### src/hdl/hpbsp_pkg.sv
// Purpose: Shared constants and carriers for the host processor bus slave port
// Assumes: One positive-edge bus clock supplied by the host
// Notes:   Lane 0 is data bits 7:0; narrower bus widths use the low lanes
package hpbsp_pkg;

  localparam int ADDR_W      = 32;
  localparam int DATA_W      = 32;
  localparam int LANES       = 4;
  localparam int LANE_W      = 8;
  localparam int CFG_ADDR_W  = 22;
  localparam int BURST_BEATS = 4;

  // Transfer size encodings driven by the master
  localparam logic [1:0] SIZE_WORD = 2'h0;
  localparam logic [1:0] SIZE_BYTE = 2'h1;
  localparam logic [1:0] SIZE_HALF = 2'h2;

  // Data bus width selection
  localparam logic [1:0] WIDTH_32 = 2'h0;
  localparam logic [1:0] WIDTH_16 = 2'h1;
  localparam logic [1:0] WIDTH_8  = 2'h2;

  // Lane masks and byte enables
  localparam logic [LANES-1:0] MASK_ALL  = 4'hF;
  localparam logic [LANES-1:0] MASK_LOW2 = 4'h3;
  localparam logic [LANES-1:0] MASK_HIGH2 = 4'hC;
  localparam logic [LANES-1:0] MASK_LANE0 = 4'h1;
  localparam logic [LANES-1:0] MASK_NONE = 4'h0;

  localparam logic [ADDR_W-1:0] BEAT_STEP = 32'h00000004;
  localparam logic [DATA_W-1:0] DATA_ZERO = 32'h00000000;
  localparam logic              PAR_ODD   = 1'b0;

  typedef enum logic [4:0] {
    ST_IDLE = 5'h01,
    ST_DATA = 5'h02,
    ST_SYS  = 5'h04,
    ST_TERM = 5'h08,
    ST_CFG  = 5'h10
  } hpbsp_state_t;

  typedef enum logic [2:0] {
    TERM_NONE  = 3'h0,
    TERM_ACK   = 3'h1,
    TERM_ERR   = 3'h2,
    TERM_RETRY = 3'h4
  } hpbsp_term_t;

  typedef struct packed {
    logic [ADDR_W-1:0] addr;
    logic              wr;
    logic [1:0]        size;
    logic              burst_indicator_n;
    logic              burst_continue_req;
  } hpbsp_host_req_t;

  typedef struct packed {
    logic              req;
    logic              we;
    logic [ADDR_W-1:0] addr;
    logic [LANES-1:0]  be;
    logic [DATA_W-1:0] wdata;
  } hpbsp_sys_req_t;

  typedef struct packed {
    logic              ready;
    logic              err;
    logic              retry;
    logic [DATA_W-1:0] rdata;
  } hpbsp_sys_rsp_t;

endpackage : hpbsp_pkg

### src/hdl/hpbsp_lane_parity.sv
// Purpose: One parity bit per byte lane of a data word
// Assumes: Lane 0 is the least significant byte
// Notes:   ODD selects odd parity, otherwise even
`timescale 1ns/1ps
`default_nettype none
module hpbsp_lane_parity #(
  parameter int   LANES  = hpbsp_pkg::LANES,
  parameter int   LANE_W = hpbsp_pkg::LANE_W,
  parameter logic ODD    = hpbsp_pkg::PAR_ODD
) (
  input  wire logic [LANES*LANE_W-1:0] data,
  output logic      [LANES-1:0]        parity
);

  genvar i;
  generate
    for (i = 0; i < LANES; i++)
    begin : g_lane
      assign parity[i] = (^data[i*LANE_W +: LANE_W]) ^ ODD;
    end
  endgenerate

endmodule : hpbsp_lane_parity
`default_nettype wire

### src/hdl/hpbsp_port.sv
// Purpose: Slave port letting a host processor reach the internal system bus
// Assumes: All host pins synchronous to clk, the host bus clock
// Notes:   Summary of operation follows
//
// Summary of operation
// Master encodes size: 01 byte, 10 half-word, 00 word.
// Burst-continue asserted requests another data beat after the current one.
// Deasserting burst-continue before the burst ends aborts the remaining beats.
// Acknowledge goes low once write data accepted or read data driven.
// All signalling is on the rising edge of the host bus clock.
// Internal bus error ends the transaction with transfer-error acknowledge low.
// Port can drive retry so the master repeats the cycle later.
// Data width selectable 8, 16 or 32; port drives data on reads.
// One parity bit per byte lane; lane 0 covers bits 7:0.
// Master parallel config mode drives upper address and burst/size pins as memory address.
// Burst indicator low means burst, high means single access.
// Inputs sampled on rising edge; exactly one termination per beat.
`timescale 1ns/1ps
`default_nettype none
module hpbsp_port #(
  parameter int BURST_BEATS = hpbsp_pkg::BURST_BEATS
) (
  input  wire logic                                clk,
  input  wire logic                                rst,
  input  wire logic [1:0]                          bus_width,
  input  wire logic                                cfg_master_par,
  input  wire logic [hpbsp_pkg::CFG_ADDR_W-1:0]    cfg_mem_addr,
  input  wire logic                                xfer_start_n,
  input  wire hpbsp_pkg::hpbsp_host_req_t          host_in,
  input  wire logic [hpbsp_pkg::DATA_W-1:0]        data_in,
  output logic      [hpbsp_pkg::DATA_W-1:0]        data_out,
  output logic      [hpbsp_pkg::LANES-1:0]         data_oe,
  input  wire logic [hpbsp_pkg::LANES-1:0]         lane_parity_in,
  output logic      [hpbsp_pkg::LANES-1:0]         lane_parity_out,
  output logic      [hpbsp_pkg::LANES-1:0]         lane_parity_oe,
  output logic                                     xfer_ack_n,
  output logic                                     xfer_error_ack_n,
  output logic                                     bus_retry_req,
  output logic      [hpbsp_pkg::CFG_ADDR_W-1:0]    cfg_pin_out,
  output logic                                     cfg_pin_oe,
  output hpbsp_pkg::hpbsp_sys_req_t                sys_req,
  input  wire hpbsp_pkg::hpbsp_sys_rsp_t           sys_rsp
);

  localparam int BW = (BURST_BEATS > 1) ? $clog2(BURST_BEATS) : 1;
  localparam logic [BW-1:0] LAST_BEAT = BW'(BURST_BEATS - 1);
  localparam logic [BW-1:0] BEAT_ZERO = '0;

  hpbsp_pkg::hpbsp_state_t            state_q;
  hpbsp_pkg::hpbsp_term_t             term_q;
  logic [hpbsp_pkg::ADDR_W-1:0]       addr_q;
  logic                               wr_q;
  logic [1:0]                         size_q;
  logic                               burst_q;
  logic [BW-1:0]                      beat_q;
  logic [hpbsp_pkg::DATA_W-1:0]       wdata_q;
  logic                               par_err_q;
  logic [hpbsp_pkg::DATA_W-1:0]       rdata_q;
  logic [hpbsp_pkg::LANES-1:0]        rpar_q;
  logic [hpbsp_pkg::CFG_ADDR_W-1:0]   cfg_q;
  logic                               cfg_oe_q;
  logic [hpbsp_pkg::LANES-1:0]        lane_mask;
  logic [hpbsp_pkg::LANES-1:0]        be;
  logic [hpbsp_pkg::LANES-1:0]        wpar_calc;
  logic [hpbsp_pkg::LANES-1:0]        rpar_calc;
  logic                               sys_done;
  logic                               term_ack;
  logic                               burst_more;

  // Active byte lanes for the selected bus width
  always_comb
  begin
    case (bus_width)
      hpbsp_pkg::WIDTH_16: lane_mask = hpbsp_pkg::MASK_LOW2;
      hpbsp_pkg::WIDTH_8:  lane_mask = hpbsp_pkg::MASK_LANE0;
      default:             lane_mask = hpbsp_pkg::MASK_ALL;
    endcase
  end

  // Byte enables from transfer size and low address bits
  always_comb
  begin
    case (size_q)
      hpbsp_pkg::SIZE_BYTE: be = hpbsp_pkg::MASK_LANE0 << addr_q[1:0];
      hpbsp_pkg::SIZE_HALF: be = addr_q[1] ? hpbsp_pkg::MASK_HIGH2 : hpbsp_pkg::MASK_LOW2;
      default:              be = hpbsp_pkg::MASK_ALL;
    endcase
  end

  hpbsp_lane_parity u_wpar (
    .data   (data_in),
    .parity (wpar_calc)
  );

  hpbsp_lane_parity u_rpar (
    .data   (sys_rsp.rdata),
    .parity (rpar_calc)
  );

  assign sys_done   = sys_rsp.ready | sys_rsp.err | sys_rsp.retry;
  assign term_ack   = (state_q == hpbsp_pkg::ST_TERM) && (term_q == hpbsp_pkg::TERM_ACK);
  assign burst_more = burst_q && host_in.burst_continue_req && (beat_q != LAST_BEAT);

  // Transaction sequencer
  always_ff @(posedge clk or posedge rst)
  begin
    if (rst)
      state_q <= hpbsp_pkg::ST_IDLE;
    else
    begin
      case (state_q)
        hpbsp_pkg::ST_IDLE:
        begin
          if (cfg_master_par)
            state_q <= hpbsp_pkg::ST_CFG;
          else if (!xfer_start_n)
            state_q <= hpbsp_pkg::ST_DATA;
        end
        hpbsp_pkg::ST_DATA:
          state_q <= hpbsp_pkg::ST_SYS;
        hpbsp_pkg::ST_SYS:
        begin
          if (par_err_q || sys_done)
            state_q <= hpbsp_pkg::ST_TERM;
        end
        hpbsp_pkg::ST_TERM:
          state_q <= (term_ack && burst_more) ? hpbsp_pkg::ST_DATA : hpbsp_pkg::ST_IDLE;
        hpbsp_pkg::ST_CFG:
        begin
          if (!cfg_master_par)
            state_q <= hpbsp_pkg::ST_IDLE;
        end
        default:
          state_q <= hpbsp_pkg::ST_IDLE;
      endcase
    end
  end

  // Address phase capture and burst stepping
  always_ff @(posedge clk or posedge rst)
  begin
    if (rst)
    begin
      addr_q  <= '0;
      wr_q    <= 1'b0;
      size_q  <= hpbsp_pkg::SIZE_WORD;
      burst_q <= 1'b0;
      beat_q  <= BEAT_ZERO;
    end
    else if (state_q == hpbsp_pkg::ST_IDLE && !cfg_master_par && !xfer_start_n)
    begin
      addr_q  <= host_in.addr;
      wr_q    <= host_in.wr;
      size_q  <= host_in.size;
      burst_q <= !host_in.burst_indicator_n;
      beat_q  <= BEAT_ZERO;
    end
    else if (state_q == hpbsp_pkg::ST_TERM && term_ack && burst_more)
    begin
      addr_q <= addr_q + hpbsp_pkg::BEAT_STEP;
      beat_q <= beat_q + 1'b1;
    end
  end

  // Write data and lane parity check
  always_ff @(posedge clk or posedge rst)
  begin
    if (rst)
    begin
      wdata_q   <= hpbsp_pkg::DATA_ZERO;
      par_err_q <= 1'b0;
    end
    else if (state_q == hpbsp_pkg::ST_DATA)
    begin
      wdata_q   <= data_in;
      par_err_q <= wr_q && |((wpar_calc ^ lane_parity_in) & lane_mask & be);
    end
  end

  // Termination selection, error over retry over acknowledge
  always_ff @(posedge clk or posedge rst)
  begin
    if (rst)
      term_q <= hpbsp_pkg::TERM_NONE;
    else if (state_q == hpbsp_pkg::ST_SYS)
    begin
      if (par_err_q || sys_rsp.err)
        term_q <= hpbsp_pkg::TERM_ERR;
      else if (sys_rsp.retry)
        term_q <= hpbsp_pkg::TERM_RETRY;
      else if (sys_rsp.ready)
        term_q <= hpbsp_pkg::TERM_ACK;
    end
  end

  // Read data and its parity held for the data phase
  always_ff @(posedge clk or posedge rst)
  begin
    if (rst)
    begin
      rdata_q <= hpbsp_pkg::DATA_ZERO;
      rpar_q  <= hpbsp_pkg::MASK_NONE;
    end
    else if (state_q == hpbsp_pkg::ST_SYS && sys_rsp.ready && !wr_q)
    begin
      rdata_q <= sys_rsp.rdata;
      rpar_q  <= rpar_calc;
    end
  end

  // Configuration memory address on reused pins
  always_ff @(posedge clk or posedge rst)
  begin
    if (rst)
    begin
      cfg_q    <= '0;
      cfg_oe_q <= 1'b0;
    end
    else
    begin
      cfg_q    <= cfg_mem_addr;
      cfg_oe_q <= cfg_master_par && (state_q == hpbsp_pkg::ST_CFG || state_q == hpbsp_pkg::ST_IDLE);
    end
  end

  assign cfg_pin_out = cfg_q;
  assign cfg_pin_oe  = cfg_oe_q;

  // Internal bus request
  assign sys_req.req   = (state_q == hpbsp_pkg::ST_SYS) && !par_err_q;
  assign sys_req.we    = wr_q;
  assign sys_req.addr  = addr_q;
  assign sys_req.be    = be;
  assign sys_req.wdata = wdata_q;

  // Host pin drivers
  assign xfer_ack_n       = !term_ack;
  assign xfer_error_ack_n = !((state_q == hpbsp_pkg::ST_TERM) && (term_q == hpbsp_pkg::TERM_ERR));
  assign bus_retry_req    = (state_q == hpbsp_pkg::ST_TERM) && (term_q == hpbsp_pkg::TERM_RETRY);
  assign data_out         = rdata_q;
  assign data_oe          = (term_ack && !wr_q) ? lane_mask : hpbsp_pkg::MASK_NONE;
  assign lane_parity_out  = rpar_q;
  assign lane_parity_oe   = data_oe;
endmodule : hpbsp_port
`default_nettype wire

### config.mk
export PLATFORM = sky130hd
export DESIGN_NAME = hpbsp_port
export DESIGN_NICKNAME = d
export VERILOG_FILES = /design/src/hdl/hpbsp_pkg.sv /design/src/hdl/hpbsp_lane_parity.sv /design/src/hdl/hpbsp_port.sv
export SDC_FILE = /design/constraint.sdc
export NUM_CORES = 1
export LEC_CHECK = 0
export BUFFER_PORTS_ARGS = -buffer_cell sky130_fd_sc_hd__buf_2
export CORE_ASPECT_RATIO = 0.5
export CORE_MARGIN = 2
export CORE_UTILIZATION = 43
export DETAILED_ROUTE_END_ITERATION = 10
export PLACE_DENSITY = 0.86
export SLEW_MARGIN = 20
export SYNTH_ARGS = -nofsm -noshare
export SYNTH_HDL_FRONTEND = slang
export SYNTH_SLANG_ARGS = --single-unit
export TNS_END_PERCENT = 10
### constraint.sdc
create_clock -name clk -period 4.3 [get_ports clk]
set_input_delay 0.86 -clock clk [delete_from_list [all_inputs] [get_ports clk]]
set_output_delay 0.86 -clock clk [all_outputs]
set_load 0.1 [all_outputs]
==> results of run 1 <==
[flip-flops by register name (all words and copies together) (netlist names)]
register	flops
wdata_q	32
addr_q	32
data_out	32
lane_parity_out	4
beat_q	2
cfg_pin_out	22
burst_q	1
par_err_q	1
term_q	3
size_q	2
cfg_pin_oe	1
state_q	5
wr_q	1
[kinds of logic after synthesis]
kind of cell,count (synthesis),synth area share [%]
flip-flops,138,55.1
AND/OR/NAND/NOR,121,10.8
multiplexers,73,13.0
XOR/XNOR,87,12.6
adder cells (fa/ha/maj),5,0.997
AO/OA/AOI/OAI,53,4.73
buffers and inverters,37,2.81
[metrics by stage]
stage	hold WS, ns	utilization [%]
after detailed placement	0.472	54.7
after global routing	0.508	59.1
after CTS	0.485	59.0
after global placement	0.458	54.7
final	0.476	59.1
after floorplan	0.442	-
[final cells by class]
class / instances / area, µm² / area share (%)
Sequential cell: 138 / 3450 / 40.7
Inverter: 14 / 56.3 / 0.664
Timing Repair Buffer: 280 / 1430 / 16.8
Clock inverter: 14 / 185 / 2.18
Multi-Input combinational cell: 339 / 2670 / 31.5
Clock buffer: 18 / 439 / 5.18
Tap cell: 198 / 248 / 2.92
[routing by layer]
layer	vias up	share of wire [%]	global-route usage, %
met2	113	54	37.1
met4	0	1.9	7.12
met1	2427	40	23.4
met3	21	3.6	3.53
met5	-	0	0
li1	2308	-	-
[worst max-delay path, cell delays in order (launching register included)]
cell and delay (ns):
dfrtp_1 0.50, nor4b_4 0.42, nand2_1 0.28, nor2_4 0.16
and2_2 0.18, buf_2 0.43
[path summary, 6_finish.rpt]
path                                        startpoint  slack (ns)                         to
worst max-delay path            state_q[1]$_DFFE_PP0P_        1.08          lane_parity_oe[3]
worst min-delay path               burst_q$_DFFE_PP0P_        0.48        burst_q$_DFFE_PP0P_
worst max register to register  state_q[1]$_DFFE_PP0P_        1.98     addr_q[16]$_DFFE_PP0P_
worst min register to register     burst_q$_DFFE_PP0P_        0.48        burst_q$_DFFE_PP0P_
max in group asynchronous                          rst        2.68    data_out[5]$_DFFE_PP0P_
min in group asynchronous                          rst        0.61  cfg_pin_out[12]$_DFF_PP0_
[synthesized netlist by cell type, types with 4 or more instances]
cell and n:
xnor2_1 69, nand3_1 11, nand2_1 43, nor2_2 4, inv_1 14, clkbuf_1 12
mux2_2 70, dfrtp_1 137, nor2_1 17, buf_4 6, nand3b_1 5, ha_1 5
xor2_1 16, o21ai_1 4, nor3_1 4, a21oi_1 9, o21ai_0 27, nand4_1 9
==> summary.txt, run 1 <==
Status
  • Outcome: finished, final reports clean

Timing
  • Pins Over Slew Limit: 0
  • Setup TNS Final: 0 ns
  • RSZ-0062 raised after global routing: false
  • Final number of hold-violating endpoints: 0
  • Worst Tran Pin Value: 0.833 ns
  • Final worst slack: 1.08 ns
  • Final-report setup violation count: 0
  • Period Utilization, post-route: 74.8%
  • Slew HR: 44.4%
  • FMAX: 311 MHz
  • Final worst path period need: 3.22 ns
  • Clock skew: 0.00985 ns

Global routing
  • Initial antenna violation count: 0
  • All-Layer GR Usage: 19.8%
  • Vias in the first global route: 4796
  • Grt ovf: 0
  • Global-route wire length before repair: 24000 µm
  • Largest net degree at the start of global routing: 65

Worst hold path
  • Type of the tightest min-delay check: reg -> reg
  • Hold depth: 2

Finish
  • Design area: 8480 µm²
  • Final #Nets: 931
  • Area Overhead vs Synth: 35.2%
  • Most frequent cells in the layout: buf_2, dfrtp_1, mux2_2, xnor2_1, nand2_1
  • Commonest non-fill, non-tap cell in the layout: buf_2
  • Ant. Diodes: 0
  • FILL cells: 1163
  • Layout cells sized above 1: 50.1%
  • Finished Layout Cells: 1001

Place
  • PortBufs: 275
  • Cells after DPL: 969
  • HPWL after DPL: 12100 µm
  • Gpl congestion: 0.850
  • Post-place instance area: 7850 µm²
  • Pre-CTS WS: 1.52 ns

Setup path
  • Crit path capture type: output pin
  • Crit-path max FO: 9
  • WS Path Type: reg -> out
  • Crit path DAT: 2.36 ns
  • Startpoint types: register
  • Reg2reg path depth: 6
  • Critical path data required time: 3.44 ns

Yosys
  • Yosys Warn Count: 0
  • Mapped Cells: 514
  • Top post-synthesis cells by area: dfrtp_1, mux2_2, xnor2_1
  • Post-synth EDFFs: 0
  • Top cell type's share of synthesized area: 54.6%
  • Unique masters post-synth: 46
  • Mean Syn Cell Area: 12.2 µm²
  • Top FF cell, synth: dfrtp_1
  • Post-Syn Area: 6270 µm²
  • Synthesized flop and latch total: 138
  • Post-synthesis sequential area ratio: 55.1%
  • Fraction of registers with async set/reset: 100%
  • Mapped Nets: 655
  • Area leader, netlist: dfrtp_1

Clock network
  • Setup bufs post-CTS: 0
  • H-tree levels: 4
  • Max Root-Sink Buffers: 2
  • TritonCTS clock tree: yes
  • Resized cells post-CTS: 0
  • Clk Latency, worst-skew pair: 0.40 ns
  • Clock root buffer: clkbuf_16
  • Cts hold-fix bufs: 0
  • Worst-path clk slew: 0.06 ns
  • CTS Sinks: 138
  • Cts bufs inserted: 17

Die
  • Die Height: 89.4 µm
  • Core ar.: 14400 µm²
  • I/O Pins: 276
  • Die Wd: 175 µm
  • Rows: 31
  • Die Area: 15600 µm²
  • Initial core utilization: 43.7%

Detailed routing
  • First-pass DRT Iterations: 6
  • WL final: 16100 µm
  • Vias per std cell: 4.86
  • Wire per inst: 16.1 µm
  • Antenna Violating Nets Remaining: 0
  • DRC: 0
  • 1st-iter DRT viols: 235
  • Via Count: 4869

Job
  • Count of maximum capacitance violations: 0
Power of run 1 is left out: the tool's default activity adds up to more than one toggle a clock period on the data nets, which glitch-free logic cannot reach.
==> run 2, diff against run 1 <==
CORE_UTILIZATION = 48   (was 43)
PLACE_DENSITY = 0.9   (was 0.86)
clock period = 3.2 ns   (was 4.3 ns; I/O delays follow)
==> run 2 against run 1 <==
Non-clock buffer count grew 1. Global-route usage grew 3.7 points. Cell area shrank 0.55%. Critical path depth is the same. Flip-flop and latch count is the same. Count of clock-buffer cells in the layout shrank 1. Setup slack lost 0.78 ns. Largest cell class unchanged.
==> summary.txt, run 2 (synthesis gave the netlist of run 1 again) <==
Finish
  • Most frequent cells in the layout: buf_2, dfrtp_1, mux2_2, xnor2_1, nand2_1
  • Commonest non-fill, non-tap cell in the layout: buf_2
  • Final #Nets: 932
  • Area Overhead vs Synth: 34.4%
  • Ant. Diodes: 0
  • Layout cells sized above 1: 50.2%

Die
  • Core ar.: 12700 µm²
  • Die Area: 14100 µm²
  • Die Height: 84.8 µm
  • Initial core utilization: 49.4%
  • I/O Pins: 276
  • Die Wd: 166 µm
  • Rows: 29

Timing
  • Worst Tran Pin Value: 0.782 ns
  • Final number of hold-violating endpoints: 0
  • Pins Over Slew Limit: 0
  • Final worst path period need: 2.90 ns
  • FMAX: 345 MHz
  • Period Utilization, post-route: 90.6%
  • Final-report setup violation count: 0
  • Final worst slack: 0.301 ns
  • Clock skew: 0.0128 ns
  • RSZ-0062 raised after global routing: false
  • Slew HR: 47.7%

Global routing
  • All-Layer GR Usage: 23.4%
  • Grt ovf: 0
  • Initial antenna violation count: 0
  • Largest net degree at the start of global routing: 52
  • Global-route wire length before repair: 26300 µm
  • Vias in the first global route: 5231

Detailed routing
  • WL final: 16200 µm
  • 1st-iter DRT viols: 212
  • Wire per inst: 16.7 µm
  • Antenna Violating Nets Remaining: 0
  • DRC: 0
  • Vias per std cell: 5.07
  • First-pass DRT Iterations: 4
  • Via Count: 4936

Clock network
  • Clk Latency, worst-skew pair: 0.41 ns
  • Resized cells post-CTS: 0
  • TritonCTS clock tree: yes
  • Clock root buffer: clkbuf_16
  • Cts hold-fix bufs: 0
  • Max Root-Sink Buffers: 2
  • CTS Sinks: 138
  • Worst-path clk slew: 0.07 ns
  • Cts bufs inserted: 17
  • Setup bufs post-CTS: 0
  • H-tree levels: 4

Setup path
  • Crit-path max FO: 7
  • R2R Setup Slk: 0.74 ns
  • WS Path Type: reg -> out
  • R2R Path Start: state_q[2]$_DFFE_PP0P_
  • Startpoint types: register
  • Crit path capture type: output pin
  • Critical path data required time: 2.56 ns
  • Crit Reg-Reg Endpoint: wdata_q[13]$_DFFE_PP0P_
  • Reg2reg path depth: 5
  • Crit path DAT: 2.26 ns

Worst hold path
  • Type of the tightest min-delay check: in -> async

Status
  • Outcome: finished, final reports clean

Place
  • Gpl congestion: 0.838
  • Pre-CTS WS: 0.751 ns
  • PortBufs: 275
  • HPWL after DPL: 12100 µm

Job
  • Count of maximum capacitance violations: 0
[run 2: area by class of cell]
| type | count | area (µm²) |
|---|---|---|
| Clock buffer | 17 | 425 |
| Clock inverter | 15 | 149 |
| Fill cell | 986 | 4270 |
| Inverter | 14 | 56.3 |
| Multi-Input combinational cell | 339 | 2690 |
| Sequential cell | 138 | 3450 |
| Tap cell | 170 | 213 |
| Timing Repair Buffer | 281 | 1450 |
[run 2: metal layers]
| layer | global-route usage, % | up-vias | part of all wire (%) |
|---|---|---|---|
| met2 | 42.5 | 147 | 53 |
| met1 | 28.3 | 2453 | 40 |
| li1 | - | 2306 | - |
| met3 | 4.66 | 30 | 4.1 |
| met4 | 8.46 | 0 | 2.5 |
| met5 | 0 | - | 0 |
[run 2: how the worst max path moves through the flow]
stage / depth (start not counted) / slack [ns] / to / start
after detailed placement: 5 / 0.75 / data_oe[2] / state_q[1]$_DFFE_PP0P_
after global placement: 5 / 0.80 / lane_parity_oe[2] / state_q[1]$_DFFE_PP0P_
final: 5 / 0.30 / data_oe[2] / state_q[2]$_DFFE_PP0P_
after global routing: 5 / 0.23 / data_oe[2] / state_q[1]$_DFFE_PP0P_
after CTS: 5 / 0.29 / data_oe[2] / state_q[1]$_DFFE_PP0P_
after floorplan: 6 / -0.06 / data_oe[3] / state_q[1]$_DFFE_PP0P_
[run 2: critical path: stages (launching register included)]
cell and delay, ns:
dfrtp_1 0.47, nor4b_4 0.48, nand2_4 0.13, nor2_4 0.17
and2_4 0.17, buf_2 0.42
[run 2: metrics by stage]
step / hold WS [ns] / utilization, % / TNS [ns] / cells / area, µm²
after floorplan: 0.442 / - / -0.113 / 514 / 6330
after global routing: 0.314 / 66.4 / 0 / 974 / 8430
after detailed placement: 0.470 / 61.9 / 0 / 942 / 7860
final: 0.295 / 66.4 / 0 / 974 / 8430
after CTS: 0.306 / 66.4 / 0 / 974 / 8430
after global placement: 0.457 / 61.9 / 0 / 942 / 7860
Power of run 2 is left out for the same reason.
==> run 3, diff against run 2 <==
CAP_MARGIN = 20   (was unset)
PLACE_DENSITY = 0.91   (was 0.9)
==> run 3 against run 2 <==
Wire length is 1.4% lower. Cell count unchanged. Setup slack got worse by 0.0017 ns. Critical path type unchanged.
==> summary.txt, run 3 (synthesis gave the netlist of run 1 again) <==
Die
  • I/O Pins: 276
  • Initial core utilization: 49.4%
  • Die Height: 84.8 µm
  • Die Wd: 166 µm
  • Rows: 29
  • Die Area: 14100 µm²
  • Core ar.: 12700 µm²

Finish
  • Layout cells sized above 1: 50.1%
  • Ant. Diodes: 0
  • FILL cells: 927
  • Design area: 8510 µm²
  • Commonest non-fill, non-tap cell in the layout: buf_2
  • Most frequent cells in the layout: buf_2, dfrtp_1, mux2_2, xnor2_1, nand2_1
  • Area Overhead vs Synth: 35.6%
  • Final #Nets: 932
  • Footprint of the multi-input gates: 2690 µm²
  • Sequential cell area: 3450 µm²

Setup path
  • Crit-path max FO: 7
  • Critical path data required time: 2.56 ns
  • Crit path capture type: output pin
  • Startpoint types: register
  • Crit path DAT: 2.26 ns
  • WS Path Type: reg -> out

Status
  • Outcome: finished, final reports clean

Detailed routing
  • Antenna Violating Nets Remaining: 0
  • Via Count: 4902
  • 1st-iter DRT viols: 286
  • Vias per std cell: 5.03
  • WL final: 16000 µm
  • First-pass DRT Iterations: 4
  • DRC: 0
  • Wire per inst: 16.4 µm

Global routing
  • Vias in the first global route: 5123
  • Initial antenna violation count: 0
  • Grt ovf: 0
  • All-Layer GR Usage: 22.7%
  • Global-route wire length before repair: 25400 µm
  • Largest net degree at the start of global routing: 52

Timing
  • FMAX: 345 MHz
  • Final-report setup violation count: 0
  • Slew HR: 41.5%
  • Clock skew: 0.00915 ns
  • Worst Tran Pin Value: 0.876 ns
  • Final number of hold-violating endpoints: 0
  • RSZ-0062 raised after global routing: false
  • Period Utilization, post-route: 90.6%
  • Pins Over Slew Limit: 0
  • Final worst path period need: 2.90 ns

Clock network
  • Cts hold-fix bufs: 0
  • Setup bufs post-CTS: 0
  • Clock root buffer: clkbuf_16
  • Clk Latency, worst-skew pair: 0.41 ns
  • Cts bufs inserted: 17
  • TritonCTS clock tree: yes
  • Max Root-Sink Buffers: 2
  • CTS Sinks: 138
  • Worst-path clk slew: 0.06 ns
  • Resized cells post-CTS: 0
  • H-tree levels: 4

Worst hold path
  • Type of the tightest min-delay check: in -> reg

Place
  • PortBufs: 275
  • Gpl congestion: 0.860
  • Post-place instance area: 7870 µm²
  • HPWL after DPL: 11800 µm

Job
  • Count of maximum capacitance violations: 0
run 3: cell types whose count changed in the layout (fill, tap and decap cells not counted), sizes merged:
cell and change:
inv -11, bufinv +4, clkinv +4, clkbuf +2
clkinvlp +1
run 3: layer usage:
metal / vias to the layer above / wire length, µm / GRT usage (%)
li1: 2311 / - / -
met1: 2418 / 6480 / 27.3
met2: 139 / 8500 / 41.4
met3: 34 / 641 / 3.92
met4: 0 / 375 / 9.09
met5: - / 0 / 0
run 3: worst paths after layout:
path | startpoint | endpoint | slack, ns | depth (start not counted)
worst max register to register | state_q[2]$_DFFE_PP0P_ | addr_q[19]$_DFFE_PP0P_ | 0.88 | 6
worst min register to register | lane_parity_out[1]$_DFFE_PP0P_ | lane_parity_out[1]$_DFFE_PP0P_ | 0.48 | 2
worst min-delay path | cfg_mem_addr[16] | cfg_pin_out[16]$_DFF_PP0_ | 0.33 | 1
worst max-delay path | state_q[2]$_DFFE_PP0P_ | lane_parity_oe[2] | 0.30 | 5
min in group asynchronous | rst | cfg_pin_out[15]$_DFF_PP0_ | 0.40 | 2
max in group asynchronous | rst | state_q[0]$_DFFE_PP1P_ | 2.06 | 3
run 3: layout make-up:
type	count	area share [%]
flip-flops and latches	138	40.6
clock inverters	13	2.27
well taps	170	2.50
repair buffers	281	17.1
multi-input cells	339	31.6
clock buffers	19	5.21
inverters	14	0.662
run 3: worst max-delay path, cell delays in order, from the launching register on:
cell and delay (ns):
dfrtp_1 0.48, nor4b_4 0.49, nand2_4 0.14, nor2_4 0.15, and2_4 0.17, buf_2 0.42
run 3: through the flow:
step	util (%)	setup slack [ns]	instances	TNS (ns)	hold slack [ns]
final	67.0	0.299	974	0	0.333
after global routing	67.0	0.180	974	0	0.317
after CTS	67.0	0.291	974	0	0.322
after detailed placement	62.0	0.735	942	0	0.463
after global placement	62.0	0.805	942	0	0.456
after floorplan	-	-0.0585	514	-0.113	0.442
Power of run 3 is left out for the same reason.
